**src/hdl/asc_pkg.sv**
```systemverilog
// package: constants and types shared by the serial control ends
package asc_pkg;
  localparam int          ACC_BITS       = 16;
  localparam int          BYTE_BITS      = 8;
  localparam logic [4:0]  CNT_FULL       = 5'h10;
  localparam logic [4:0]  CNT_BYTE       = 5'h08;
  localparam logic [1:0]  ADDR_CONTROL   = 2'h0;
  localparam logic [1:0]  ADDR_PAT_HIGH  = 2'h1;
  localparam logic [1:0]  ADDR_PAT_LOW   = 2'h2;
  localparam logic [7:0]  CONTROL_RESET  = 8'h08;
  localparam logic [7:0]  PAT_HIGH_RESET = 8'h00;
  localparam logic [7:0]  PAT_LOW_RESET  = 8'h00;
  localparam logic [1:0]  ADDR_RESET     = 2'h0;
  localparam logic [7:0]  PAT_HIGH_MASK  = 8'h3F;
  localparam int          MODE_HI        = 7;
  localparam int          MODE_LO        = 6;
  localparam int          LANE_BIT       = 5;
  localparam int          STAB_BIT       = 4;
  localparam int          CODING_BIT     = 3;
  localparam int          ALIGN_BIT      = 2;
  localparam int          SLEEP_A_BIT    = 1;
  localparam int          SLEEP_B_BIT    = 0;
  localparam int          RW_BIT         = 7;
  localparam logic [1:0]  MODE_NORMAL    = 2'h0;
  localparam logic [1:0]  MODE_FIXED     = 2'h1;
  localparam logic [1:0]  MODE_USER      = 2'h2;
  localparam logic [13:0] FIXED_WORD     = 14'h298E;
  // host clock divider: half period of serial clock is HALF_DIV + 1 clk_i cycles
  localparam logic [3:0]  HALF_DIV       = 4'h4;
  // wishbone register offsets of the host controller
  localparam logic [3:0]  WB_CMD         = 4'h0;
  localparam logic [3:0]  WB_STATUS      = 4'h4;
  localparam logic [3:0]  WB_RDATA       = 4'h8;
  localparam int          CMD_GO_BIT     = 16;
  typedef enum logic [1:0] {ASC_IDLE, ASC_LOW, ASC_HIGH, ASC_END} asc_hstate_t;
endpackage : asc_pkg

```
**src/hdl/asc_if.sv**
```systemverilog
// interface: serial control link between host and converter control
`timescale 1ns/10ps
`default_nettype none
interface asc_if;
  logic sclk;
  logic serial_select_n;
  logic sdi;
  logic sdo;
  logic sdo_oe;
  modport dev  (input sclk, serial_select_n, sdi, output sdo, sdo_oe);
  modport host (output sclk, serial_select_n, sdi, input sdo, sdo_oe);
endinterface : asc_if
`default_nettype wire

```
**src/hdl/asc_sync.sv**
```systemverilog
// two flip-flop synchroniser for an input from outside the clock domain
`timescale 1ns/10ps
`default_nettype none
module asc_sync (
  input  wire logic clk_i, // clock
  input  wire logic rst_i, // sync reset
  input  wire logic d_i,   // async input
  output logic      q_o    // synchronised level
);
  logic meta;
  logic q;
  always_ff @(posedge clk_i)
  begin
    if (rst_i)
    begin
      meta <= 1'b0;
      q    <= 1'b0;
    end
    else
    begin
      meta <= d_i;
      q    <= meta;
    end
  end
  assign q_o = q;
endmodule : asc_sync
`default_nettype wire

```
**src/hdl/asc_dev.sv**
```systemverilog
// converter control end: serial slave, control registers and strap select
`timescale 1ns/10ps
`default_nettype none
module asc_dev
  import asc_pkg::*;
(
  input  wire logic   clk_i,              // sample clock domain
  input  wire logic   rst_i,              // sync reset, high
  asc_if.dev          link,               // serial control link
  input  wire logic   serial_enable_i,    // register control enable
  input  wire logic   chan_a_sleep_pin_i, // channel a sleep strap
  input  wire logic   chan_b_sleep_pin_i, // channel b sleep strap
  input  wire logic   lane_config_select_i, // lane strap
  input  wire logic   word_align_select_i,  // alignment strap
  input  wire logic   test_pin_i,         // fixed pattern strap
  input  wire logic   coding_strap_i,     // coding strap
  input  wire logic   stabilizer_strap_i, // stabilizer strap
  input  wire logic   dll_locked_i,       // dll lock from core
  input  wire logic   frame_i,            // one pulse per output frame
  input  wire logic   chan_a_oor_i,       // channel a out of range
  input  wire logic   chan_b_oor_i,       // channel b out of range
  output logic [1:0]  operating_mode_field_o, // effective mode
  output logic [13:0] test_word_o,        // word shown in test mode
  output logic        lane_config_o,      // 1 single lane
  output logic        lane_zero_park_o,   // lane zero high impedance
  output logic        duty_stabilizer_on_o, // stabilizer enable
  output logic        output_coding_select_o, // 1 twos complement
  output logic        word_align_o,       // effective alignment
  output logic        chan_a_sleep_o,     // channel a power-down
  output logic        chan_b_sleep_o,     // channel b power-down
  output logic        dll_lock_o,         // lock status
  output logic        chan_a_overrange_o, // channel a overrange
  output logic        chan_b_overrange_o  // channel b overrange
);
  import asc_pkg::*;

  typedef struct packed {
    logic        sclk_d;
    logic        sel_d;
    logic [4:0]  cnt;
    logic [15:0] shift;
    logic [1:0]  rd_addr;
    logic [7:0]  out_byte;
    logic        sdo;
    logic [7:0]  control;
    logic [7:0]  pat_high;
    logic [7:0]  pat_low;
    logic [1:0]  mode;
    logic [13:0] word;
    logic        lane;
    logic        stab;
    logic        coding;
    logic        align;
    logic        sleep_a;
    logic        sleep_b;
    logic        lock;
    logic        chan_a_overrange;
    logic        chan_b_overrange;
  } asc_dev_t;

  asc_dev_t r;
  asc_dev_t next_r;
  logic     sclk_s;
  logic     sel_n_s;
  logic     sdi_s;
  logic     en_s;
  logic     lock_s;
  logic     rise;
  logic     fall;
  logic     sel_rise;
  logic     sel_fall;
  logic [7:0] sel_reg;
  logic [1:0] strap_mode;
  logic       pin_a_s;
  logic       pin_b_s;
  logic       lane_pin_s;
  logic       align_pin_s;
  logic       test_pin_s;
  logic       code_pin_s;
  logic       stab_pin_s;

  asc_sync u_sync_sclk (.clk_i(clk_i), .rst_i(rst_i),
                        .d_i(link.sclk), .q_o(sclk_s));
  asc_sync u_sync_sel (.clk_i(clk_i), .rst_i(rst_i),
                       .d_i(~link.serial_select_n), .q_o(sel_n_s));
  asc_sync u_sync_sdi (.clk_i(clk_i), .rst_i(rst_i),
                       .d_i(link.sdi), .q_o(sdi_s));
  asc_sync u_sync_en (.clk_i(clk_i), .rst_i(rst_i),
                      .d_i(serial_enable_i), .q_o(en_s));
  asc_sync u_sync_lock (.clk_i(clk_i), .rst_i(rst_i),
                        .d_i(dll_locked_i), .q_o(lock_s));
  // straps are board pins, so they cross like any other pin
  asc_sync u_sync_pin_a (.clk_i(clk_i), .rst_i(rst_i),
                         .d_i(chan_a_sleep_pin_i), .q_o(pin_a_s));
  asc_sync u_sync_pin_b (.clk_i(clk_i), .rst_i(rst_i),
                         .d_i(chan_b_sleep_pin_i), .q_o(pin_b_s));
  asc_sync u_sync_lane (.clk_i(clk_i), .rst_i(rst_i),
                        .d_i(lane_config_select_i), .q_o(lane_pin_s));
  asc_sync u_sync_align (.clk_i(clk_i), .rst_i(rst_i),
                         .d_i(word_align_select_i), .q_o(align_pin_s));
  asc_sync u_sync_test (.clk_i(clk_i), .rst_i(rst_i),
                        .d_i(test_pin_i), .q_o(test_pin_s));
  asc_sync u_sync_code (.clk_i(clk_i), .rst_i(rst_i),
                        .d_i(coding_strap_i), .q_o(code_pin_s));
  asc_sync u_sync_stab (.clk_i(clk_i), .rst_i(rst_i),
                        .d_i(stabilizer_strap_i), .q_o(stab_pin_s));

  // sel_n_s is the select active-high after synchronising
  assign rise     = sclk_s & ~r.sclk_d;
  assign fall     = ~sclk_s & r.sclk_d;
  assign sel_rise = sel_n_s & ~r.sel_d;
  assign sel_fall = ~sel_n_s & r.sel_d;

  always_comb
  begin
    next_r        = r;
    next_r.sclk_d = sclk_s;
    next_r.sel_d  = sel_n_s;
    sel_reg       = 8'h00;
    strap_mode    = test_pin_s ? MODE_FIXED : MODE_NORMAL;
    if (sel_rise)
    begin
      next_r.cnt   = 5'h00;
      next_r.shift = 16'h0000;
    end
    else if (sel_n_s && en_s && rise && r.cnt != CNT_FULL)
    begin
      next_r.shift = {r.shift[14:0], sdi_s};
      next_r.cnt   = r.cnt + 5'h01;
    end
    case (r.shift[1:0])
      ADDR_CONTROL:  sel_reg = r.control;
      ADDR_PAT_HIGH: sel_reg = r.pat_high;
      ADDR_PAT_LOW:  sel_reg = r.pat_low;
      default:       sel_reg = 8'h00;
    endcase
    // readback of the register named in the current first byte; its
    // msb leaves on the eighth fall so the host has it by the ninth
    if (sel_n_s && fall && r.cnt == CNT_BYTE)
    begin
      next_r.out_byte = {sel_reg[6:0], 1'b0};
      next_r.sdo      = sel_reg[7];
    end
    else if (sel_n_s && fall && r.cnt > CNT_BYTE)
    begin
      next_r.out_byte = {r.out_byte[6:0], 1'b0};
      next_r.sdo      = r.out_byte[7];
    end
    else if (sel_n_s && fall)
      next_r.sdo = 1'b0;
    // an early deselect leaves count short, so nothing is latched
    if (sel_fall && en_s && r.cnt == CNT_FULL)
    begin
      next_r.rd_addr = r.shift[9:8];
      if (!r.shift[RW_BIT + 8])
      begin
        case (r.shift[9:8])
          ADDR_CONTROL:  next_r.control  = r.shift[7:0];
          // reserved top bits of pattern high stay zero
          ADDR_PAT_HIGH: next_r.pat_high = r.shift[7:0] & PAT_HIGH_MASK;
          ADDR_PAT_LOW:  next_r.pat_low  = r.shift[7:0];
          default:       ;
        endcase
      end
    end
    if (en_s)
    begin
      next_r.mode    = r.control[MODE_HI:MODE_LO];
      next_r.lane    = r.control[LANE_BIT];
      next_r.stab    = r.control[STAB_BIT];
      next_r.coding  = r.control[CODING_BIT];
      next_r.align   = r.control[ALIGN_BIT];
      // sleep pins are ignored while the registers govern
      next_r.sleep_a = r.control[SLEEP_A_BIT];
      next_r.sleep_b = r.control[SLEEP_B_BIT];
    end
    else
    begin
      next_r.mode    = strap_mode;
      next_r.lane    = lane_pin_s;
      next_r.stab    = stab_pin_s;
      next_r.coding  = code_pin_s;
      next_r.align   = align_pin_s;
      next_r.sleep_a = pin_a_s;
      next_r.sleep_b = pin_b_s;
    end
    if (next_r.lane)
      next_r.align = 1'b0;
    case (next_r.mode)
      MODE_FIXED: next_r.word = FIXED_WORD;
      MODE_USER:  next_r.word = {r.pat_high[5:0], r.pat_low};
      default:    next_r.word = 14'h0000;
    endcase
    next_r.lock = lock_s;
    if (frame_i)
    begin
      next_r.chan_a_overrange = chan_a_oor_i;
      next_r.chan_b_overrange = chan_b_oor_i;
    end
  end

  always_ff @(posedge clk_i)
  begin
    if (rst_i)
    begin
      r          <= '0;
      r.rd_addr  <= ADDR_RESET;
      r.control  <= CONTROL_RESET;
      r.pat_high <= PAT_HIGH_RESET;
      r.pat_low  <= PAT_LOW_RESET;
    end
    else
      r <= next_r;
  end

  assign link.sdo               = r.sdo;
  assign link.sdo_oe            = sel_n_s & en_s;
  assign operating_mode_field_o = r.mode;
  assign test_word_o            = r.word;
  assign lane_config_o          = r.lane;
  assign lane_zero_park_o       = r.lane;
  assign duty_stabilizer_on_o   = r.stab;
  assign output_coding_select_o = r.coding;
  assign word_align_o           = r.align;
  assign chan_a_sleep_o         = r.sleep_a;
  assign chan_b_sleep_o         = r.sleep_b;
  assign dll_lock_o             = r.lock;
  assign chan_a_overrange_o     = r.chan_a_overrange;
  assign chan_b_overrange_o     = r.chan_b_overrange;
endmodule : asc_dev
`default_nettype wire

```
**src/flat_wrapper.sv**
```systemverilog
// flat-port wrapper written by rule: the top's interface ports become plain ports
module asc_dev_flat import asc_pkg::*;
  (clk_i, rst_i, serial_enable_i, chan_a_sleep_pin_i, chan_b_sleep_pin_i, lane_config_select_i, word_align_select_i, test_pin_i, coding_strap_i, stabilizer_strap_i, dll_locked_i, frame_i, chan_a_oor_i, chan_b_oor_i, operating_mode_field_o, test_word_o, lane_config_o, lane_zero_park_o, duty_stabilizer_on_o, output_coding_select_o, word_align_o, chan_a_sleep_o, chan_b_sleep_o, dll_lock_o, chan_a_overrange_o, chan_b_overrange_o, link_sclk, link_serial_select_n, link_sdi, link_sdo, link_sdo_oe);
  asc_if link_i ();
  input  wire logic clk_i;
  input  wire logic rst_i;
  input  wire logic serial_enable_i;
  input  wire logic chan_a_sleep_pin_i;
  input  wire logic chan_b_sleep_pin_i;
  input  wire logic lane_config_select_i;
  input  wire logic word_align_select_i;
  input  wire logic test_pin_i;
  input  wire logic coding_strap_i;
  input  wire logic stabilizer_strap_i;
  input  wire logic dll_locked_i;
  input  wire logic frame_i;
  input  wire logic chan_a_oor_i;
  input  wire logic chan_b_oor_i;
  output logic [1:0] operating_mode_field_o;
  output logic [13:0] test_word_o;
  output logic lane_config_o;
  output logic lane_zero_park_o;
  output logic duty_stabilizer_on_o;
  output logic output_coding_select_o;
  output logic word_align_o;
  output logic chan_a_sleep_o;
  output logic chan_b_sleep_o;
  output logic dll_lock_o;
  output logic chan_a_overrange_o;
  output logic chan_b_overrange_o;
  input wire logic [$bits(link_i.sclk)-1:0] link_sclk;
  input wire logic [$bits(link_i.serial_select_n)-1:0] link_serial_select_n;
  input wire logic [$bits(link_i.sdi)-1:0] link_sdi;
  output wire logic [$bits(link_i.sdo)-1:0] link_sdo;
  output wire logic [$bits(link_i.sdo_oe)-1:0] link_sdo_oe;
  assign link_i.sclk = link_sclk;
  assign link_i.serial_select_n = link_serial_select_n;
  assign link_i.sdi = link_sdi;
  assign link_sdo = link_i.sdo;
  assign link_sdo_oe = link_i.sdo_oe;
  asc_dev u_core (.clk_i(clk_i), .rst_i(rst_i), .link(link_i), .serial_enable_i(serial_enable_i), .chan_a_sleep_pin_i(chan_a_sleep_pin_i), .chan_b_sleep_pin_i(chan_b_sleep_pin_i), .lane_config_select_i(lane_config_select_i), .word_align_select_i(word_align_select_i), .test_pin_i(test_pin_i), .coding_strap_i(coding_strap_i), .stabilizer_strap_i(stabilizer_strap_i), .dll_locked_i(dll_locked_i), .frame_i(frame_i), .chan_a_oor_i(chan_a_oor_i), .chan_b_oor_i(chan_b_oor_i), .operating_mode_field_o(operating_mode_field_o), .test_word_o(test_word_o), .lane_config_o(lane_config_o), .lane_zero_park_o(lane_zero_park_o), .duty_stabilizer_on_o(duty_stabilizer_on_o), .output_coding_select_o(output_coding_select_o), .word_align_o(word_align_o), .chan_a_sleep_o(chan_a_sleep_o), .chan_b_sleep_o(chan_b_sleep_o), .dll_lock_o(dll_lock_o), .chan_a_overrange_o(chan_a_overrange_o), .chan_b_overrange_o(chan_b_overrange_o));
endmodule
```
**config.mk**
```make
export PLATFORM = sky130hd
export DESIGN_NAME = asc_dev_flat
export DESIGN_NICKNAME = d
export VERILOG_FILES = /design/src/hdl/asc_pkg.sv /design/src/hdl/asc_if.sv /design/src/hdl/asc_sync.sv /design/src/hdl/asc_dev.sv /design/src/flat_wrapper.sv
export SDC_FILE = /design/constraint.sdc
export NUM_CORES = 1
export LEC_CHECK = 0
export BUFFER_PORTS_ARGS = -buffer_cell sky130_fd_sc_hd__buf_2
export CAP_MARGIN = 0
export CORE_UTILIZATION = 61
export CTS_CLUSTER_DIAMETER = 30
export DETAILED_ROUTE_END_ITERATION = 8
export GPL_ROUTABILITY_DRIVEN = 0
export PLACE_DENSITY_LB_ADDON = 0.05
export SLEW_MARGIN = 20
export SYNTH_ARGS = -nofsm -noshare
export SYNTH_HDL_FRONTEND = slang
export SYNTH_HIERARCHICAL = 1
export SYNTH_SLANG_ARGS = --single-unit
```
**constraint.sdc**
```tcl
create_clock -name clk_i -period 3.1 [get_ports clk_i]
set_input_delay 0.31 -clock clk_i [delete_from_list [all_inputs] [get_ports clk_i]]
set_output_delay 0.31 -clock clk_i [all_outputs]
set_load 0.05 [all_outputs]
```
==> flow_metrics.env <==
export IMPL_status="completed"
export IMPL_min_period_ps=2171
export IMPL_finalCritPeriodShare_pct=70.04
export IMPL_fin_tns_setup_ps=0
export IMPL_die_w_um=81.51
export IMPL_grt_busiest_layer="met2"
export IMPL_cts_made_buffers=9
export IMPL_report_final_slew_viol_count=0
export IMPL_whs_ps=139.9
export IMPL_synthArstFlopShare_pct=0
export IMPL_fp_dieH_um=81.51
export IMPL_routed_wl_um=6426
export IMPL_synth_flop_cell="dfxtp_1"
export IMPL_cts_sink_count=102
export IMPL_fmax_mhz=460.6
export IMPL_vias=2452
export IMPL_synth_edff_count=0
export IMPL_globalRouteOverflowTotal=0
export IMPL_max_flop_register="u_core/r"
export IMPL_rsz0062_at_grt="false"
export IMPL_rows=28
export IMPL_use_met1_pct=26.98
export IMPL_die_area_sq_um=6644
export IMPL_post_cts_resized=0
export IMPL_synth_distinct_cells=44
export IMPL_crit_required_ps=3330
export IMPL_cts_hold_buf=0
export IMPL_seq_area_frac_synth_pct=52.95
export IMPL_htreeDepth=3
export IMPL_cts_tree="yes"
export IMPL_yosys_warnings=6
export IMPL_hold_viol=0
export IMPL_io_pins=45
export IMPL_end_kind="register"
export IMPL_totalPowerFinal_mw=2.283
export IMPL_post_cts_buffers=0
export IMPL_grt_pass1_vias=2253
export IMPL_r2r_start="u_core/u_sync_en/q_o$_SDFF_PP0_"
export IMPL_drc=0
export IMPL_r2r_cells=5
export IMPL_grt_use_met3_pct=6.222
export IMPL_avgSynthCellArea_sq_um=10.37
export IMPL_insertedDiodeCount=0
export IMPL_grt_pass1_wl_um=10600
export IMPL_powerDensity_nw_per_um2=547.7
export IMPL_slew_headroom_pct=46.08
export IMPL_coreArea_sq_um=6026
export IMPL_start_util_pct=64.00
export IMPL_holdPathEnd="u_core/u_sync_code/meta$_SDFF_PP0_"
export IMPL_grt_max_degree=45
export IMPL_synth_nets=393
export IMPL_netlist_area_sq_um=3856
export IMPL_ant_nets=0
export IMPL_worstPathArrival_ps=2400
export IMPL_synthCells=372
export IMPL_min_from="coding_strap_i"
export IMPL_leakage_nw=1.755
export IMPL_setup_viol=0
export IMPL_finalClockSkew_ps=9.871
export IMPL_grt_use_met2_pct=34.83
export IMPL_dp_final_hpwl_um=4423
export IMPL_nets=414
export IMPL_antenna_found_initial=0
export IMPL_drive_above_1_share_pct=17.34
export IMPL_start_kind="register"
export IMPL_clock_latency_ps=370
export IMPL_min_path_type="in2reg"
export IMPL_root_buffer="clkbuf_8"
export IMPL_synth_seq_cells=102
export IMPL_drtIter0Drc=108
export IMPL_wl_per_cell_um=13.59
export IMPL_maxCapViolCount=0
export IMPL_via_per_inst=5.184
export IMPL_r2r_end="u_core/r[62]$_SDFFE_PP0P_"
export IMPL_largest_reg_flops=52
export IMPL_first_pass_iters=4
export IMPL_hold_path_depth=2
export IMPL_clockBufferDepth=2
export IMPL_critPathKind="reg2reg"
export IMPL_io_buffers=44
export IMPL_worst_path_max_fanout=12
export IMPL_peakVddDrop_mv=0.4321
export IMPL_worst_pin_slew_ps=803.4
export IMPL_cts_clk_slew_worst_paths_ps=100
export IMPL_syn_to_final_growth_pct=8.112
export IMPL_grt_usage_pct=21.56
export IMPL_reg2reg_slack_ps=930
-- cells in the final DEF, fill, tap and decap left out, drive strengths merged, types with 6 or more instances in the layout --
master	synthesis	final
nor2	72	72
a211oi	6	6
a21oi	10	10
inv	8	12
dfxtp	102	102
and2	8	8
nor2b	30	30
clkbuf	10	9
nand3b	6	6
buf	26	46
mux2i	54	54
-- report_power, final --
group	internal, mW	switching (mW)
registers	1.33	0.00757
clock network	0.391	0.472
logic	0.0300	0.0531
-- per-layer routing --
metal  up-vias  wire length (um)  share of wire (%)
met5         -                 0                  0
met4         0               114                1.8
met2        57              2986                 46
met1      1121              3068                 48
met3        11               258                4.0
li1       1263                 -                  -
-- worst max path at each step --
stage	startpoint	end	slack, ps	depth (start not counted)
6_report	u_core/u_sync_en/q_o$_SDFF_PP0_	u_core/r[62]$_SDFFE_PP0P_	930	5
5_1_grt	u_core/u_sync_en/q_o$_SDFF_PP0_	u_core/r[61]$_SDFFE_PP0P_	690	5
4_1_cts	u_core/u_sync_en/q_o$_SDFF_PP0_	u_core/r[62]$_SDFFE_PP0P_	910	5
3_5_place_dp	u_core/u_sync_en/q_o$_SDFF_PP0_	u_core/r[61]$_SDFFE_PP0P_	940	5
3_3_place_gp	u_core/u_sync_en/q_o$_SDFF_PP0_	u_core/r[62]$_SDFFE_PP0P_	990	5
2_1_floorplan	u_core/u_sync_en/q_o$_SDFF_PP0_	u_core/test_word_o[0]$_SDFF_PP0_	1280	6
-- per-stage QoR --
stage / instances / utilization, % / cell area, sq um / setup WS [ps]
global route: 473 / 69.19 / 4169 / 687.9
floorplan: 372 / - / 3856 / 1279
detailed placement: 457 / 65.70 / 3959 / 936.0
CTS: 473 / 69.19 / 4169 / 907.3
finish: 473 / 69.19 / 4169 / 928.7
global placement: 457 / 65.70 / 3959 / 991.7
-- logic make-up (layout without fill, tap and decap cells) --
family / count (synthesis) / in the layout / synth area share, %
AND/OR/NAND/NOR: 136 / 136 / 18.75
flip-flops: 102 / 102 / 52.95
multiplexers: 54 / 54 / 14.02
buffers and inverters: 44 / 70 / 6.976
AO/OA/AOI/OAI: 28 / 28 / 5.094
adder cells (fa/ha/maj): 4 / 4 / 1.298
XOR/XNOR: 4 / 4 / 0.9087
-- area by class of cell --
cell class / instances / area (sq um)
tap: 75 / 93.84
multi-input combinational: 226 / 1545
clock buffer: 9 / 123.9
timing repair buffer: 46 / 247.7
inverter: 8 / 30.03
fill: 509 / 1857
clock inverter: 7 / 86.33
sequential: 102 / 2042
-- Yosys cell counts (2+ instances only) --
cell	count	share of area, %
dfxtp_1	102	53
mux2i_1	54	14
nand4_1	2	0.32
buf_2	4	0.52
clkbuf_1	10	0.97
inv_1	8	0.78
nand2_1	2	0.19
a211oi_1	6	1.2
xor2_1	2	0.45
a21oi_1	10	1.3
o41ai_1	4	0.91
and3b_1	2	0.45
xnor2_1	2	0.45
nor2_1	72	7.0
nor3_1	2	0.26
nor2b_1	29	4.7
buf_6	2	0.58
and2_1	8	1.3
buf_4	18	3.5
nand3b_1	6	1.2
ha_1	4	1.3
-- critical path, cell delays in order (launching register included) --
cell and delay (ps):
dfxtp_1 620, and4b_1 330, nor2b_2 500, buf_4 310, mux2i_1 210, nor2_1 70
Power figures use the tool's default switching activity.
